### config.mk
export PLATFORM = sky130hd
export DESIGN_NAME = adc_sequencer
export DESIGN_NICKNAME = d
export VERILOG_FILES = /design/src/hdl/adc_ctl_pkg.sv /design/src/hdl/adc_sequencer.sv /design/src/hdl/converter_clock_gen.sv
export SDC_FILE = /design/constraint.sdc
export NUM_CORES = 1
export LEC_CHECK = 0
export BUFFER_PORTS_ARGS = -buffer_cell sky130_fd_sc_hd__buf_2
export CAP_MARGIN = 20
export CORE_ASPECT_RATIO = 0.6
export CORE_UTILIZATION = 40
export DETAILED_ROUTE_END_ITERATION = 16
export PLACE_DENSITY = 0.67
export SLEW_MARGIN = 10
export SYNTH_ARGS = -nofsm -noshare
export SYNTH_HDL_FRONTEND = slang
export SYNTH_SLANG_ARGS = --single-unit
### constraint.sdc
create_clock -name ref_clk -period 13.4 [get_ports ref_clk]
set_input_delay 4.02 -clock ref_clk [delete_from_list [all_inputs] [get_ports ref_clk]]
set_output_delay 4.02 -clock ref_clk [all_outputs]
set_load 0.03 [all_outputs]
### src/hdl/adc_ctl_pkg.sv
// Contract
// - Under accumulation the threshold check happens once, after the final sample.
// - With event start enabled, a rising event input starts a conversion by itself.
// - Every new readable result emits a one-cycle result-ready event while enabled.
// - The result-ready flag sets when a result lands in the result register.
// - The window flag follows the condition chosen by the window mode code.
// - Flags set on their condition; request stands while flag and enable are both set.
// - Standby stops the converter unless run-in-standby is set, then it keeps running.
// - The clock request is raised only while a conversion needs it.
// - Event edge sets the start bit; completion sets result-ready and, outside free-running mode, clears it.
// - Power-down halts a conversion, which resumes later and still flags ready.
// - Resolution select one drops the two low bits of each ten-bit sample.
// - Free-running starts on the software start bit and restarts after each result.
// - Enable bit zero disables the converter; it resets to zero.
// - A software start begins at the next converter clock tick.
// - Window codes: none, below low, above high, strictly inside, outside.
// - Accumulation codes 0 to 6 sum 1 to 64 samples; code 7 is reserved.
`default_nettype none
package adc_ctl_pkg;
   localparam int ADDR_W = 7;
   localparam logic [4:0] IDX_CTRL_A = 5'h00;
   localparam logic [4:0] IDX_CTRL_B = 5'h01;
   localparam logic [4:0] IDX_CTRL_C = 5'h02;
   localparam logic [4:0] IDX_CTRL_D = 5'h03;
   localparam logic [4:0] IDX_CTRL_E = 5'h04;
   localparam logic [4:0] IDX_SAMP_LEN = 5'h05;
   localparam logic [4:0] IDX_INPUT_SEL = 5'h06;
   localparam logic [4:0] IDX_COMMAND = 5'h08;
   localparam logic [4:0] IDX_EVENT_CTL = 5'h09;
   localparam logic [4:0] IDX_IRQ_EN = 5'h0a;
   localparam logic [4:0] IDX_IRQ_FLAGS = 5'h0b;
   localparam logic [4:0] IDX_DEBUG = 5'h0c;
   localparam logic [4:0] IDX_STAGING = 5'h0d;
   localparam logic [4:0] IDX_RESULT = 5'h10;
   localparam logic [4:0] IDX_LOW_THR = 5'h12;
   localparam logic [4:0] IDX_HIGH_THR = 5'h14;
   localparam logic [4:0] IDX_DUTY_CALIBRATION = 5'h16;

   localparam logic [7:0] MASK_CTRL_A = 8'h87;
   localparam logic [7:0] MASK_CTRL_B = 8'h07;
   localparam logic [7:0] MASK_CTRL_C = 8'h77;
   localparam logic [7:0] MASK_CTRL_E = 8'h07;
   localparam logic [7:0] MASK_SAMP_LEN = 8'h1f;
   localparam logic [7:0] MASK_INPUT_SEL = 8'h1f;
   localparam logic [7:0] RESET_BYTE = 8'h00;
   localparam logic [15:0] RESET_WORD = 16'h0000;

   localparam int EN_BIT = 0;
   localparam int CONTINUOUS_MODE_BIT = 1;
   localparam int RESOLUTION_SELECT_BIT = 2;
   localparam int RUN_IN_STANDBY_BIT = 7;
   localparam int ASDV_BIT = 4;
   localparam int FLAG_RR = 0;
   localparam int FLAG_WM = 1;

   localparam logic [2:0] WIN_NONE = 3'h0;
   localparam logic [2:0] WIN_BELOW = 3'h1;
   localparam logic [2:0] WIN_ABOVE = 3'h2;
   localparam logic [2:0] WIN_INSIDE = 3'h3;
   localparam logic [2:0] WIN_OUTSIDE = 3'h4;

   localparam logic [5:0] CONV_BASE_TICKS = 6'd13;
   localparam logic [8:0] INIT_UNIT_TICKS = 9'd16;
   localparam logic [2:0] INIT_MAX_CODE = 3'h5;
   localparam logic [2:0] ACC_MAX_CODE = 3'h6;

   localparam logic [1:0] RESP_OKAY = 2'b00;
   localparam logic [1:0] RESP_SLVERR = 2'b10;

   function automatic logic isMapped(input logic [4:0] idx);
      case (idx)
         IDX_CTRL_A, IDX_CTRL_B, IDX_CTRL_C, IDX_CTRL_D, IDX_CTRL_E,
         IDX_SAMP_LEN, IDX_INPUT_SEL, IDX_COMMAND, IDX_EVENT_CTL,
         IDX_IRQ_EN, IDX_IRQ_FLAGS, IDX_DEBUG, IDX_STAGING, IDX_RESULT,
         IDX_LOW_THR, IDX_HIGH_THR, IDX_DUTY_CALIBRATION: isMapped = 1'b1;
         default: isMapped = 1'b0;
      endcase
   endfunction : isMapped

   function automatic logic [6:0] sampleCount(input logic [2:0] code);
      if (code > ACC_MAX_CODE) begin
         sampleCount = 7'h01;
      end else begin
         sampleCount = 7'(7'h01 << code);
      end
   endfunction : sampleCount

   function automatic logic [8:0] initTicks(input logic [2:0] code);
      if (code == 3'h0 || code > INIT_MAX_CODE) begin
         initTicks = 9'h000;
      end else begin
         initTicks = 9'(INIT_UNIT_TICKS << (code - 3'h1));
      end
   endfunction : initTicks

   function automatic logic windowHit(input logic [2:0] mode, input logic [15:0] res,
                                      input logic [15:0] lo, input logic [15:0] hi);
      case (mode)
         WIN_BELOW: windowHit = res < lo;
         WIN_ABOVE: windowHit = res > hi;
         WIN_INSIDE: windowHit = (res > lo) && (res < hi);
         WIN_OUTSIDE: windowHit = (res < lo) || (res > hi);
         default: windowHit = 1'b0;
      endcase
   endfunction : windowHit
endpackage : adc_ctl_pkg
`default_nettype wire

### src/hdl/adc_sequencer.sv
`timescale 1ns/100ps
`default_nettype none
module adc_sequencer
   import adc_ctl_pkg::*;
(
   input wire logic ref_clk,
   input wire logic arst_n,
   input wire logic [ADDR_W-1:0] awaddr,
   input wire logic awvalid,
   output logic awready,
   input wire logic [31:0] wdata,
   input wire logic [3:0] wstrb,
   input wire logic wvalid,
   output logic wready,
   output logic [1:0] bresp,
   output logic bvalid,
   input wire logic bready,
   input wire logic [ADDR_W-1:0] araddr,
   input wire logic arvalid,
   output logic arready,
   output logic [31:0] rdata,
   output logic [1:0] rresp,
   output logic rvalid,
   input wire logic rready,
   input wire logic [9:0] sampleData,
   input wire logic eventIn,
   input wire logic sleepStandby,
   input wire logic sleepPowerDown,
   input wire logic debugHalt,
   output logic resultReadyEvent,
   output logic irqReq,
   output logic clockRequest,
   output logic [4:0] channelSel
);
   typedef enum logic [1:0] {ST_IDLE, ST_INIT, ST_CONV} conv_state_e;
   conv_state_e state;

   logic [7:0] control_a;
   logic [7:0] control_b;
   logic [7:0] control_c;
   logic [7:0] control_d;
   logic [7:0] control_e;
   logic [7:0] sampLen;
   logic [7:0] inputSel;
   logic startCmd;
   logic eventStartEn;
   logic [1:0] irqEnables;
   logic [1:0] irqFlags;
   logic runWhenHalted;
   logic [7:0] byteStaging;
   logic [15:0] result;
   logic [15:0] lowThr;
   logic [15:0] highThr;
   logic duty_calibration;

   logic awHeld;
   logic wHeld;
   logic [ADDR_W-1:0] awAddrQ;
   logic [15:0] wdataQ;
   logic [1:0] wstrbQ;
   logic [31:0] rdMux;

   logic eventPrev;
   logic enPrev;
   logic standbyPrev;
   logic needInit;
   logic [8:0] cycCnt;
   logic [6:0] sampIdx;
   logic [15:0] acc;
   logic tick;

   // Bus handshakes: address and data are latched separately, in either order.
   wire awFire = awvalid & awready;
   wire wFire = wvalid & wready;
   wire arFire = arvalid & arready;
   wire doWrite = awHeld & wHeld & ~bvalid;
   wire next_awHeld = awFire | (awHeld & ~doWrite);
   wire next_wHeld = wFire | (wHeld & ~doWrite);
   wire next_rvalid = arFire | (rvalid & ~rready);
   wire [4:0] wIdx = awAddrQ[ADDR_W-1:2];
   wire [4:0] rIdx = araddr[ADDR_W-1:2];
   wire wrLo = doWrite & wstrbQ[0] & isMapped(wIdx);
   wire wrHi = doWrite & wstrbQ[1] & isMapped(wIdx);

   // Converter control.
   wire enable = control_a[EN_BIT];
   wire continuous_mode = control_a[CONTINUOUS_MODE_BIT];
   wire standbyHalt = sleepStandby & ~control_a[RUN_IN_STANDBY_BIT];
   wire debugStop = debugHalt & ~runWhenHalted;
   wire runOk = enable & ~sleepPowerDown & ~standbyHalt & ~debugStop;
   wire step = tick & runOk;
   wire [5:0] sampTicks = CONV_BASE_TICKS + {2'b00, control_d[3:0]} + {1'b0, sampLen[4:0]};
   wire [8:0] lastCyc = {3'b000, sampTicks} - 9'h001;
   wire [8:0] initLen = initTicks(control_d[7:5]);
   wire lastTick = cycCnt == lastCyc;
   wire lastSamp = sampIdx == (sampleCount(control_b[2:0]) - 7'h01);
   // Eight-bit mode keeps the upper part of each sample.
   wire [9:0] sampleVal = control_a[RESOLUTION_SELECT_BIT] ? {2'b00, sampleData[9:2]} : sampleData;
   wire [15:0] accNext = acc + {6'h00, sampleVal};
   wire sampleDone = (state == ST_CONV) & step & lastTick;
   wire doneNow = sampleDone & lastSamp;
   wire startNow = (state == ST_IDLE) & startCmd & step;
   wire evRise = eventIn & ~eventPrev & eventStartEn & enable;
   wire cmdWrite = wrLo & (wIdx == IDX_COMMAND);
   wire swStart = cmdWrite & wdataQ[0] & enable;
   wire swStop = cmdWrite & ~wdataQ[0];
   // A zero mode code never matches, so comparison stays off.
   wire winHit = windowHit(control_e[2:0], accNext, lowThr, highThr);
   wire [1:0] flagSet = {doneNow & winHit, doneNow};
   wire [1:0] flagClr = (wrLo && wIdx == IDX_IRQ_FLAGS) ? wdataQ[1:0] : 2'b00;
   wire initSet = (enable & ~enPrev) | (sleepStandby & ~standbyPrev);

   converter_clock_gen u_clock_gen (
      .ref_clk(ref_clk),
      .arst_n(arst_n),
      .run(enable),
      .prescale(control_c[2:0]),
      .tick(tick)
   );

   always_ff @(posedge ref_clk or negedge arst_n) begin
      if (!arst_n) begin
         awHeld <= 1'b0;
         wHeld <= 1'b0;
         awready <= 1'b0;
         wready <= 1'b0;
         awAddrQ <= '0;
         wdataQ <= RESET_WORD;
         wstrbQ <= 2'b00;
      end else begin
         awHeld <= next_awHeld;
         wHeld <= next_wHeld;
         awready <= ~next_awHeld;
         wready <= ~next_wHeld;
         if (awFire) begin
            awAddrQ <= awaddr;
         end
         if (wFire) begin
            wdataQ <= wdata[15:0];
            wstrbQ <= wstrb[1:0];
         end
      end
   end

   always_ff @(posedge ref_clk or negedge arst_n) begin
      if (!arst_n) begin
         bvalid <= 1'b0;
         bresp <= RESP_OKAY;
         rvalid <= 1'b0;
         arready <= 1'b0;
         rdata <= 32'h00000000;
         rresp <= RESP_OKAY;
      end else begin
         bvalid <= doWrite | (bvalid & ~bready);
         if (doWrite) begin
            bresp <= isMapped(wIdx) ? RESP_OKAY : RESP_SLVERR;
         end
         rvalid <= next_rvalid;
         arready <= ~next_rvalid;
         if (arFire) begin
            rdata <= rdMux;
            rresp <= isMapped(rIdx) ? RESP_OKAY : RESP_SLVERR;
         end
      end
   end

   always_comb begin
      rdMux = 32'h00000000;
      case (rIdx)
         IDX_CTRL_A: rdMux[7:0] = control_a;
         IDX_CTRL_B: rdMux[7:0] = control_b;
         IDX_CTRL_C: rdMux[7:0] = control_c;
         IDX_CTRL_D: rdMux[7:0] = control_d;
         IDX_CTRL_E: rdMux[7:0] = control_e;
         IDX_SAMP_LEN: rdMux[7:0] = sampLen;
         IDX_INPUT_SEL: rdMux[7:0] = inputSel;
         IDX_COMMAND: rdMux[0] = startCmd;
         IDX_EVENT_CTL: rdMux[0] = eventStartEn;
         IDX_IRQ_EN: rdMux[1:0] = irqEnables;
         IDX_IRQ_FLAGS: rdMux[1:0] = irqFlags;
         IDX_DEBUG: rdMux[0] = runWhenHalted;
         IDX_STAGING: rdMux[7:0] = byteStaging;
         IDX_RESULT: rdMux[15:0] = result;
         IDX_LOW_THR: rdMux[15:0] = lowThr;
         IDX_HIGH_THR: rdMux[15:0] = highThr;
         IDX_DUTY_CALIBRATION: rdMux[0] = duty_calibration;
         default: rdMux = 32'h00000000;
      endcase
   end

   always_ff @(posedge ref_clk or negedge arst_n) begin
      if (!arst_n) begin
         control_a <= RESET_BYTE;
         control_b <= RESET_BYTE;
         control_c <= RESET_BYTE;
         control_e <= RESET_BYTE;
         sampLen <= RESET_BYTE;
         inputSel <= RESET_BYTE;
         eventStartEn <= 1'b0;
         irqEnables <= 2'b00;
         runWhenHalted <= 1'b0;
         byteStaging <= RESET_BYTE;
         duty_calibration <= 1'b0;
      end else if (wrLo) begin
         case (wIdx)
            IDX_CTRL_A: control_a <= wdataQ[7:0] & MASK_CTRL_A;
            IDX_CTRL_B: control_b <= wdataQ[7:0] & MASK_CTRL_B;
            IDX_CTRL_C: control_c <= wdataQ[7:0] & MASK_CTRL_C;
            IDX_CTRL_E: control_e <= wdataQ[7:0] & MASK_CTRL_E;
            IDX_SAMP_LEN: sampLen <= wdataQ[7:0] & MASK_SAMP_LEN;
            IDX_INPUT_SEL: inputSel <= wdataQ[7:0] & MASK_INPUT_SEL;
            IDX_EVENT_CTL: eventStartEn <= wdataQ[0];
            IDX_IRQ_EN: irqEnables <= wdataQ[1:0];
            IDX_DEBUG: runWhenHalted <= wdataQ[0];
            IDX_STAGING: byteStaging <= wdataQ[7:0];
            IDX_DUTY_CALIBRATION: duty_calibration <= wdataQ[0];
            default: ;
         endcase
      end
   end

   // Auto delay variation steps the sampling delay after each sample, wrapping.
   always_ff @(posedge ref_clk or negedge arst_n) begin
      if (!arst_n) begin
         control_d <= RESET_BYTE;
      end else if (wrLo && wIdx == IDX_CTRL_D) begin
         control_d <= wdataQ[7:0];
      end else if (sampleDone && control_d[ASDV_BIT]) begin
         control_d[3:0] <= control_d[3:0] + 4'h1;
      end
   end

   always_ff @(posedge ref_clk or negedge arst_n) begin
      if (!arst_n) begin
         lowThr <= RESET_WORD;
         highThr <= RESET_WORD;
      end else begin
         if (wrLo && wIdx == IDX_LOW_THR) begin
            lowThr[7:0] <= wdataQ[7:0];
         end
         if (wrHi && wIdx == IDX_LOW_THR) begin
            lowThr[15:8] <= wdataQ[15:8];
         end
         if (wrLo && wIdx == IDX_HIGH_THR) begin
            highThr[7:0] <= wdataQ[7:0];
         end
         if (wrHi && wIdx == IDX_HIGH_THR) begin
            highThr[15:8] <= wdataQ[15:8];
         end
      end
   end

   // Start bit: set by software or event edge, cleared at the end of a single run.
   always_ff @(posedge ref_clk or negedge arst_n) begin
      if (!arst_n) begin
         startCmd <= 1'b0;
      end else if (!enable) begin
         startCmd <= 1'b0;
      end else if (swStart || evRise) begin
         startCmd <= 1'b1;
      end else if (swStop || (doneNow && !continuous_mode)) begin
         startCmd <= 1'b0;
      end
   end

   always_ff @(posedge ref_clk or negedge arst_n) begin
      if (!arst_n) begin
         eventPrev <= 1'b0;
         enPrev <= 1'b0;
         standbyPrev <= 1'b0;
         needInit <= 1'b0;
      end else begin
         eventPrev <= eventIn;
         enPrev <= enable;
         standbyPrev <= sleepStandby;
         if (initSet) begin
            needInit <= 1'b1;
         end else if (startNow) begin
            needInit <= 1'b0;
         end
      end
   end

   // Sequencer: optional start-up delay, then samples summed per conversion.
   always_ff @(posedge ref_clk or negedge arst_n) begin
      if (!arst_n) begin
         state <= ST_IDLE;
         cycCnt <= 9'h000;
         sampIdx <= 7'h00;
         acc <= RESET_WORD;
      end else if (!enable) begin
         state <= ST_IDLE;
         cycCnt <= 9'h000;
         sampIdx <= 7'h00;
         acc <= RESET_WORD;
      end else begin
         case (state)
            ST_IDLE: begin
               if (startNow) begin
                  cycCnt <= 9'h000;
                  sampIdx <= 7'h00;
                  acc <= RESET_WORD;
                  state <= (needInit && initLen != 9'h000) ? ST_INIT : ST_CONV;
               end
            end
            ST_INIT: begin
               if (step) begin
                  if (cycCnt == initLen - 9'h001) begin
                     cycCnt <= 9'h000;
                     state <= ST_CONV;
                  end else begin
                     cycCnt <= cycCnt + 9'h001;
                  end
               end
            end
            ST_CONV: begin
               if (step && lastTick) begin
                  cycCnt <= 9'h000;
                  if (lastSamp) begin
                     acc <= RESET_WORD;
                     sampIdx <= 7'h00;
                     state <= (continuous_mode && startCmd && !swStop) ? ST_CONV : ST_IDLE;
                  end else begin
                     acc <= accNext;
                     sampIdx <= sampIdx + 7'h01;
                  end
               end else if (step) begin
                  cycCnt <= cycCnt + 9'h001;
               end
            end
            default: state <= ST_IDLE;
         endcase
      end
   end

   // A flag set in the same cycle as its clear survives.
   always_ff @(posedge ref_clk or negedge arst_n) begin
      if (!arst_n) begin
         irqFlags <= 2'b00;
         result <= RESET_WORD;
         resultReadyEvent <= 1'b0;
         irqReq <= 1'b0;
         clockRequest <= 1'b0;
         channelSel <= 5'h00;
      end else begin
         irqFlags <= (irqFlags & ~flagClr) | flagSet;
         if (doneNow) begin
            result <= accNext;
         end
         resultReadyEvent <= doneNow;
         irqReq <= |(irqFlags & irqEnables);
         clockRequest <= enable & (startCmd | (state != ST_IDLE));
         if (state == ST_IDLE || doneNow) begin
            channelSel <= inputSel[4:0];
         end
      end
   end
endmodule : adc_sequencer
`default_nettype wire

### src/hdl/converter_clock_gen.sv
`timescale 1ns/100ps
`default_nettype none
module converter_clock_gen
   import adc_ctl_pkg::*;
(
   input wire logic ref_clk,
   input wire logic arst_n,
   input wire logic run,
   input wire logic [2:0] prescale,
   output logic tick
);
   logic [7:0] count;
   wire [7:0] lastCount = 8'((16'h0002 << prescale) - 16'h0001);

   always_ff @(posedge ref_clk or negedge arst_n) begin
      if (!arst_n) begin
         count <= 8'h00;
         tick <= 1'b0;
      end else if (!run) begin
         count <= 8'h00;
         tick <= 1'b0;
      end else if (count == lastCount) begin
         count <= 8'h00;
         tick <= 1'b1;
      end else begin
         count <= count + 8'h01;
         tick <= 1'b0;
      end
   end
endmodule : converter_clock_gen
`default_nettype wire

==> results_dict.tcl, run 1 <==
set metrics [dict create \
    n_fill_cell 2646 \
    ys_seq_area_share_pct 43.6 \
    power_mw 2.34 \
    drt-vias-per-instance 5.57 \
    start_kind "primary input" \
    maxSlewHeadroom_pct 30.9 \
    synth-main-ff-cell "dfrtp_1" \
    grt_overflow_total 0 \
    dp_hpwl_um 23100 \
    max_freq_mhz 127 \
    ios 120 \
    critPathCaptureType "flip-flop" \
    ant_nets 0 \
    grt_pass1_wl_um 48700 \
    seq_area_mm2 0.00503 \
    antenna_found_initial 1 \
    die_area_mm2 0.0295 \
    rsz0062_at_grt "false" \
    min_path_type "reg -> reg" \
    drt_iter0_markers 964 \
    io_buffer_count 79 \
    firstDrtPassIters 5 \
    drv_slew 0 \
    netlist_area_mm2 0.0115 \
    critPathRequiredTime_ps 13830 \
    synth_seq_cells 201 \
    ys_warn_count 0 \
    multi_input_area_mm2 0.00601 \
    post-place-ws_ps 5120 \
    grt_usage_pct 21.1 \
    final-hold-violation-count 0 \
    status "completed" \
    cts_buffer_depth 3 \
    fin_cells 1622 \
    leakage_nw 6.08 \
    vias 9039 \
    area_delta_synth_final_pct 12.0 \
    maxCapViolations 0 \
    tns_ps 0 \
    r2r_slack_ps 8260 \
    r2r-start "control_a[2]" \
    clock-sinks 201 \
    netlist_instances 1174 \
    root_buffer "clkbuf_16" \
    hold_path_depth 1 \
    clk_pin_slew_ps 70 \
    setup_viol 0 \
    num_antenna_cells 0 \
    critPathKind "in -> reg" \
    wl_per_cell_um 19.2 \
    ctsResizeCount 0 \
    tritoncts "done" \
    r2r_cells 16 \
    ir_drop_v 0.000155 \
    setup_slack_ps 5500 \
    min_period_ps 7900 \
    coreArea_mm2 0.0279 \
    dp_cells 1585 \
    period_share_pct 59.0 \
    synth.distinct_cells 76 \
    syn_avg_cell_area_um2 9.82 \
    layout-drive-gt1-share_pct 17.8 \
    placementRows 47 \
    die_h_um 133 \
    start_util_pct 41.3 \
    mostFrequentLayoutCell "dfrtp_1" \
    grt_pass1_vias 8491 \
    nets 1379 \
    clk_latency_ps 520 \
    holdBufCountCts 0 \
    whs_endpoint "needInit" \
    grt_max_degree 78 \
    place_congestion 0.904 \
    async_flop_share_pct 100 \
    max_slew.worst_pin.slew_ps 1030 \
    die_w_um 221 \
    min_from "enPrev" \
    htreeDepth 1 \
    synth-edff-count 0 \
    layout_common_cells "dfrtp_1 (201), nand2_1 (152), mux2_2 (87)" \
    cp_max_fo 5 \
    regToRegEndpoint "irqFlags[1]" \
    routed_wl_um 31200 \
    fin_hold_ws_ps 470 \
    worst_ep_arrival_time_ps 8330 \
    post-cts-setup-buffers 0 \
    cts_buffers 21 \
    powerDensity_mw_per_mm2 181 \
    drc_errors 0 \
    finalClockSkew_ps 16.7 \
]
[sequential cells by signal, indices dropped and copies added, names as in the netlist, 3 cells and up]
register / count
u_clock_gen.count: 8
result: 16
lowThr: 16
control_a: 4
control_b: 3
rdata: 16
sampLen: 5
wdataQ: 16
cycCnt: 9
highThr: 16
channelSel: 5
awAddrQ: 5
control_d: 8
sampIdx: 7
control_e: 3
inputSel: 5
acc: 16
control_c: 6
byteStaging: 8
[layout make-up]
| cell class | count | share of cell area [%] |
|---|---|---|
| flip-flops and latches | 201 | 38.9 |
| clock buffers | 30 | 4.64 |
| clock inverters | 7 | 0.707 |
| repair buffers | 89 | 3.74 |
| inverters | 63 | 1.83 |
| multi-input cells | 865 | 46.6 |
| well taps | 367 | 3.56 |
[power by group]
part | leakage [nW] | internal, mW | switching [mW]
Clock | 0.338 | 0.350 | 0.251
Combinational | 3.06 | 0.336 | 0.441
Sequential | 2.68 | 0.763 | 0.196
[through the flow]
| stage | utilization, % | cell area, µm² |
|---|---|---|
| 2_1_floorplan | - | 11600 |
| 5_1_grt | 46.2 | 12900 |
| 4_1_cts | 46.2 | 12900 |
| 3_3_place_gp | 43.7 | 12200 |
| 6_report | 46.2 | 12900 |
| 3_5_place_dp | 43.8 | 12200 |
[cells by family after synthesis]
kind of cell    count (synthesis)  synth area share, %
compound gates                246                 13.8
other cells                     1               0.0325
buf+inv                       125                 4.79
simple gates                  369                 15.5
flops                         201                 43.6
fa+ha+maj                      67                 7.40
mux                           113                 10.9
xor+xnor                       52                 3.95
[routing by layer]
metal	global-route usage (%)	part of all wire [%]	vias up
li1	-	-	4255
met1	35.2	53	4430
met2	27.5	38	324
met3	4.19	8.4	30
met4	3.46	1.3	0
met5	0	0	-
[worst max-delay path: stages]
cell	delay, ps
buf_2	100
mux2_2	290
ha_1	350
o21a_1	200
o21ai_0	310
a31oi_1	150
nor4_1	420
nor4b_1	140
xor2_1	480
ha_1	360
nand4_1	170
nor2_1	100
a221o_1	320
or3_1	340
a211o_1	270
o311a_1	110
o31ai_1	210
[Yosys cell counts, drive strengths merged (3+ instances only)]
cell type | n | share of area [%]
a211o | 4 | 0.30
a211oi | 4 | 0.26
a21o | 13 | 0.85
a21oi | 53 | 2.3
a221oi | 4 | 0.30
a222oi | 4 | 0.35
a22o | 21 | 1.6
a22oi | 4 | 0.26
a31oi | 8 | 0.43
and2 | 5 | 0.27
and3 | 14 | 0.76
buf | 28 | 1.6
clkbuf | 34 | 1.1
dfrtp | 201 | 44
ha | 65 | 7.1
inv | 63 | 2.1
mux2 | 91 | 9.0
mux2i | 22 | 1.9
nand2 | 152 | 5.0
nand2b | 12 | 0.65
nand3 | 30 | 1.3
nand3b | 4 | 0.26
nand4 | 13 | 0.71
nor2 | 67 | 2.2
nor2b | 17 | 0.92
nor3 | 13 | 0.56
nor3b | 6 | 0.39
nor4 | 10 | 0.67
o211ai | 5 | 0.33
o21a | 6 | 0.39
o21ai | 76 | 3.3
o21bai | 11 | 0.72
o22ai | 5 | 0.27
o2bb2ai | 4 | 0.30
o31ai | 6 | 0.39
or2 | 4 | 0.22
or3 | 7 | 0.38
or4 | 3 | 0.23
xnor2 | 28 | 2.1
xor2 | 24 | 1.8
[how the worst max path moves through the flow]
stage          depth (start not counted)  slack [ps]           to           from
6_report                              17        5500  irqFlags[1]  sampleData[7]
5_1_grt                               17        5350  irqFlags[1]  sampleData[8]
4_1_cts                               17        5640  irqFlags[1]  sampleData[8]
3_5_place_dp                          17        5120  irqFlags[1]  sampleData[8]
3_3_place_gp                          17        5160  irqFlags[1]  sampleData[8]
2_1_floorplan                         16        5910  irqFlags[1]  sampleData[3]
Note: power is estimated with default switching activity, not from simulation.
==> inputs of run 2 (changes only) <==
- clock period: 13.4 -> 8.2 ns (I/O delays scaled with it)
==> results_dict.tcl, run 2 (same netlist as run 1, synthesis figures left out) <==
set metrics [dict create \
    period_share_pct 75.7 \
    tritoncts "done" \
    ant_nets 0 \
    clk_pin_slew_ps 70 \
    cts_buffers 21 \
    finalClockSkew_ps 16.7 \
    drt-vias-per-instance 5.56 \
    dp_hpwl_um 22900 \
    drv_slew 0 \
    fin_cells 1624 \
    coreArea_mm2 0.0279 \
    grt_pass1_vias 8523 \
    final-hold-violation-count 0 \
    start_kind "primary input" \
    maxCapViolations 0 \
    place_congestion 0.898 \
    rsz0062_at_grt "false" \
    critPathKind "in -> reg" \
    max_slew.worst_pin.slew_ps 1010 \
    status "completed" \
    maxSlewHeadroom_pct 32.6 \
    die_w_um 221 \
    worst_ep_arrival_time_ps 6630 \
    grt_pass1_wl_um 49400 \
    area_delta_synth_final_pct 12.8 \
    antenna_found_initial 1 \
    die_area_mm2 0.0295 \
    power_mw 3.91 \
    start_util_pct 41.3 \
    nets 1379 \
    grt_overflow_total 0 \
    min_period_ps 6210 \
    setup_viol 0 \
    root_buffer "clkbuf_16" \
    clock-sinks 201 \
    layout_common_cells "dfrtp_1 (201), nand2_1 (152), mux2_2 (87)" \
    wl_per_cell_um 18.9 \
    powerDensity_mw_per_mm2 301 \
    ir_drop_v 0.000224 \
    holdBufCountCts 0 \
    layout-drive-gt1-share_pct 18.1 \
    grt_max_degree 75 \
    mostFrequentLayoutCell "dfrtp_1" \
    ios 120 \
    die_h_um 133 \
    cp_max_fo 4 \
    htreeDepth 1 \
    drt_iter0_markers 898 \
    routed_wl_um 30800 \
    firstDrtPassIters 5 \
    dp_cells 1585 \
    fin_hold_ws_ps 474 \
    place_area_mm2 0.0122 \
    postLayoutCellArea_mm2 0.0130 \
    io_buffer_count 79 \
    placementRows 47 \
    ctsResizeCount 0 \
    post-cts-setup-buffers 0 \
    critPathRequiredTime_ps 8620 \
    vias 9024 \
    cts_buffer_depth 3 \
    min_path_type "reg -> reg" \
    critPathCaptureType "flip-flop" \
    leakage_nw 6.12 \
    tns_ps 0 \
    max_freq_mhz 161 \
    grt_usage_pct 21.4 \
    clk_latency_ps 520 \
    drc_errors 0 \
]
==> run 2: through the flow <==
step | util (%) | setup WS, ps
after global routing | 46.6 | 1720
after detailed placement | 43.8 | 1560
final | 46.6 | 1990
after floorplan | - | 2270
after global placement | 43.7 | 1580
after CTS | 46.5 | 2050
==> run 2: worst paths after layout <==
check | start | endpoint | slack [ps] | cells after the start
min in group asynchronous | arst_n | u_clock_gen.count[3] | 1920 | 1
worst min register to register | result[4] | result[4] | 470 | 2
max in group asynchronous | arst_n | byteStaging[0] | 4960 | 2
worst min-delay path | result[4] | result[4] | 470 | 2
worst max register to register | control_a[2] | irqFlags[1] | 3220 | 16
worst max-delay path | sampleData[3] | irqFlags[1] | 1990 | 17
==> run 2: worst max-delay path, stage by stage <==
cell and delay [ps]:
buf_2 100, mux2_2 290, ha_1 280, a21o_1 130
nand4_1 180, a31oi_1 350, nor4_1 130, nor4b_1 400
xor2_1 420, ha_1 330, nand4_1 190, nor2_1 100
a221o_1 310, or3_1 340, a211o_1 280, o311a_1 110
o31ai_1 220
==> run 2: cell type report <==
| type | instances | area (µm²) |
|---|---|---|
| antenna | 1 | 2.50 |
| clock buffer | 29 | 616 |
| clock inverter | 9 | 163 |
| fill | 2584 | 14900 |
| inverter | 63 | 236 |
| multi-input combinational | 865 | 6010 |
| sequential | 201 | 5030 |
| tap | 367 | 459 |
| timing repair buffer | 89 | 483 |
==> run 2: layer usage <==
metal / up-vias / global-route usage (%) / wire (µm)
li1: 4258 / - / -
met1: 4397 / 35.5 / 16000
met2: 319 / 26.8 / 11300
met3: 50 / 5.82 / 2860
met4: 0 / 4.00 / 544
met5: - / 0 / 0
==> run 2: power breakdown <==
group	total, mW	internal (mW)	switching (mW)
combinational	1.28	0.551	0.726
clock	1.08	0.655	0.421
sequential	1.56	1.25	0.313
==> inputs of run 3 (changes only) <==
- clock period: 8.2 -> 6.3 ns (I/O delays scaled with it)
==> results_dict.tcl, run 3 (same netlist as run 1, synthesis figures left out) <==
set metrics [dict create \
    htreeDepth 1 \
    vias 9102 \
    clk_latency_ps 530 \
    place_congestion 0.941 \
    dp_cells 1587 \
    path_buf_inv 1 \
    worst_ep_arrival_time_ps 5970 \
    r2r-start "control_a[2]" \
    finalClockSkew_ps 23.1 \
    ant_nets 0 \
    slowest_delay_ps 460 \
    grt_overflow_total 0 \
    cts_buffer_depth 3 \
    grt_max_degree 105 \
    grt_pass1_wl_um 49000 \
    root_buffer "clkbuf_16" \
    powerDensity_mw_per_mm2 389 \
    max_slew.worst_pin.slew_ps 1010 \
    critPathCaptureType "flip-flop" \
    nets 1383 \
    io_buffer_count 79 \
    coreArea_mm2 0.0279 \
    setup_viol 0 \
    crit_chain "buf_2 > mux2_2 > ha_1 > a21o_1 > nand4_1 > a31oi_1 > nor4_1 > nor4b_1 > xor2_1 > ha_1 > nand4_1 > nor2_1 > a221o_1 > or3_1 > a211o_1 > o311a_1 > o31ai_1" \
    ir_drop_v 0.000306 \
    ios 120 \
    mostFrequentLayoutCell "dfrtp_1" \
    die_w_um 221 \
    rsz0062_at_grt "false" \
    tritoncts "done" \
    crit_slowest_cell "xor2_1" \
    routed_wl_um 31000 \
    wl_per_cell_um 19.1 \
    fin_cells 1625 \
    worst_path_dominant_cell_family "compound AO/OA/AOI/OAI gates" \
    min_path_type "reg -> reg" \
    die_h_um 133 \
    dp_hpwl_um 23100 \
    status "completed" \
    min_period_ps 5540 \
    r2r_slack_ps 1390 \
    clk_pin_slew_ps 60 \
    num_antenna_cells 0 \
    area_delta_synth_final_pct 12.9 \
    drt-vias-per-instance 5.60 \
    die_area_mm2 0.0295 \
    min_from "result[2]" \
    critPathRequiredTime_ps 6740 \
    ctsResizeCount 0 \
    cts_buffers 22 \
    maxCapViolations 0 \
    holdBufCountCts 0 \
    r2r_cells 16 \
    drv_slew 0 \
    drt_iter0_markers 908 \
    final-hold-violation-count 0 \
    post-cts-setup-buffers 0 \
    tns_ps 0 \
    firstDrtPassIters 8 \
    whs_endpoint "result[2]" \
    start_util_pct 41.3 \
    placementRows 47 \
    clock-sinks 201 \
    layout-drive-gt1-share_pct 18.1 \
    critPathKind "in -> reg" \
    max_freq_mhz 181 \
    leakage_nw 6.14 \
    layout_common_cells "dfrtp_1 (201), nand2_1 (152), mux2_2 (87)" \
    grt_pass1_vias 8503 \
    maxSlewHeadroom_pct 32.3 \
    cp_max_fo 4 \
    regToRegEndpoint "irqFlags[1]" \
    drc_errors 0 \
    n_fill_cell 2647 \
    grt_usage_pct 21.2 \
    start_kind "primary input" \
    antenna_found_initial 0 \
    hold_path_depth 2 \
    period_share_pct 87.9 \
]
==> run 3: changes by cell type in the layout (fill, tap and decap cells not counted), sizes merged <==
cell      delta
buf          +3
clkbuf       -2
clkinv       +2
clkinvlp     -1
diode        -1
==> run 3: layer usage <==
layer / share of wire, % / vias to the layer above / track usage, %
li1: - / 4271 / -
met1: 52 / 4443 / 34.6
met2: 37 / 350 / 27.0
met3: 9.8 / 38 / 6.33
met4: 1.3 / 0 / 3.34
met5: 0 / - / 0
==> run 3: through the flow <==
step	setup WS (ps)	instance area, µm²	total power [mW]	hold WS [ps]	utilization [%]
finish	765	13000	5.06	467	46.6
global route	474	13000	5.38	500	46.6
CTS	831	13000	5.06	470	46.6
detailed placement	283	12200	3.67	455	43.8
global placement	318	12200	3.60	450	43.8
floorplan	939	11600	3.15	416	-
==> run 3: report_power, final <==
part,internal [mW],switching (mW)
logic,0.717,0.936
clock network,0.831,0.549
registers,1.62,0.408
total,3.17,1.89
==> run 3: worst register-to-register path, cell delays in order (launching register included) <==
cell and delay [ps]:
dfrtp_1 700, mux2_2 440, ha_1 280, a21o_1 120, nand4_1 180, a31oi_1 360, nor4_1 130, nor4b_1 390
xor2_1 460, ha_1 350, nand4_1 150, nor2_1 70, a221o_1 280, or3_1 330, a211o_1 270, o311a_1 100
o31ai_1 220
==> run 3: worst max path at each step <==
| stage | startpoint | cells past startpoint | slack (ps) | endpoint |
|---|---|---|---|---|
| floorplan | sampleData[3] | 16 | 940 | irqFlags[1] |
| global placement | sampleData[3] | 17 | 320 | irqFlags[1] |
| detailed placement | sampleData[3] | 17 | 280 | irqFlags[1] |
| CTS | sampleData[3] | 17 | 830 | irqFlags[1] |
| global route | sampleData[3] | 17 | 470 | irqFlags[1] |
| finish | sampleData[3] | 17 | 760 | irqFlags[1] |
==> run 3: area by class of cell <==
type	count	area [µm²]	area share, %
clock buffer	27	589	4.53
clock inverter	10	169	1.30
inverter	63	236	1.82
multi-input combinational	865	6010	46.2
sequential	201	5030	38.7
tap	367	459	3.53
timing repair buffer	92	514	3.95
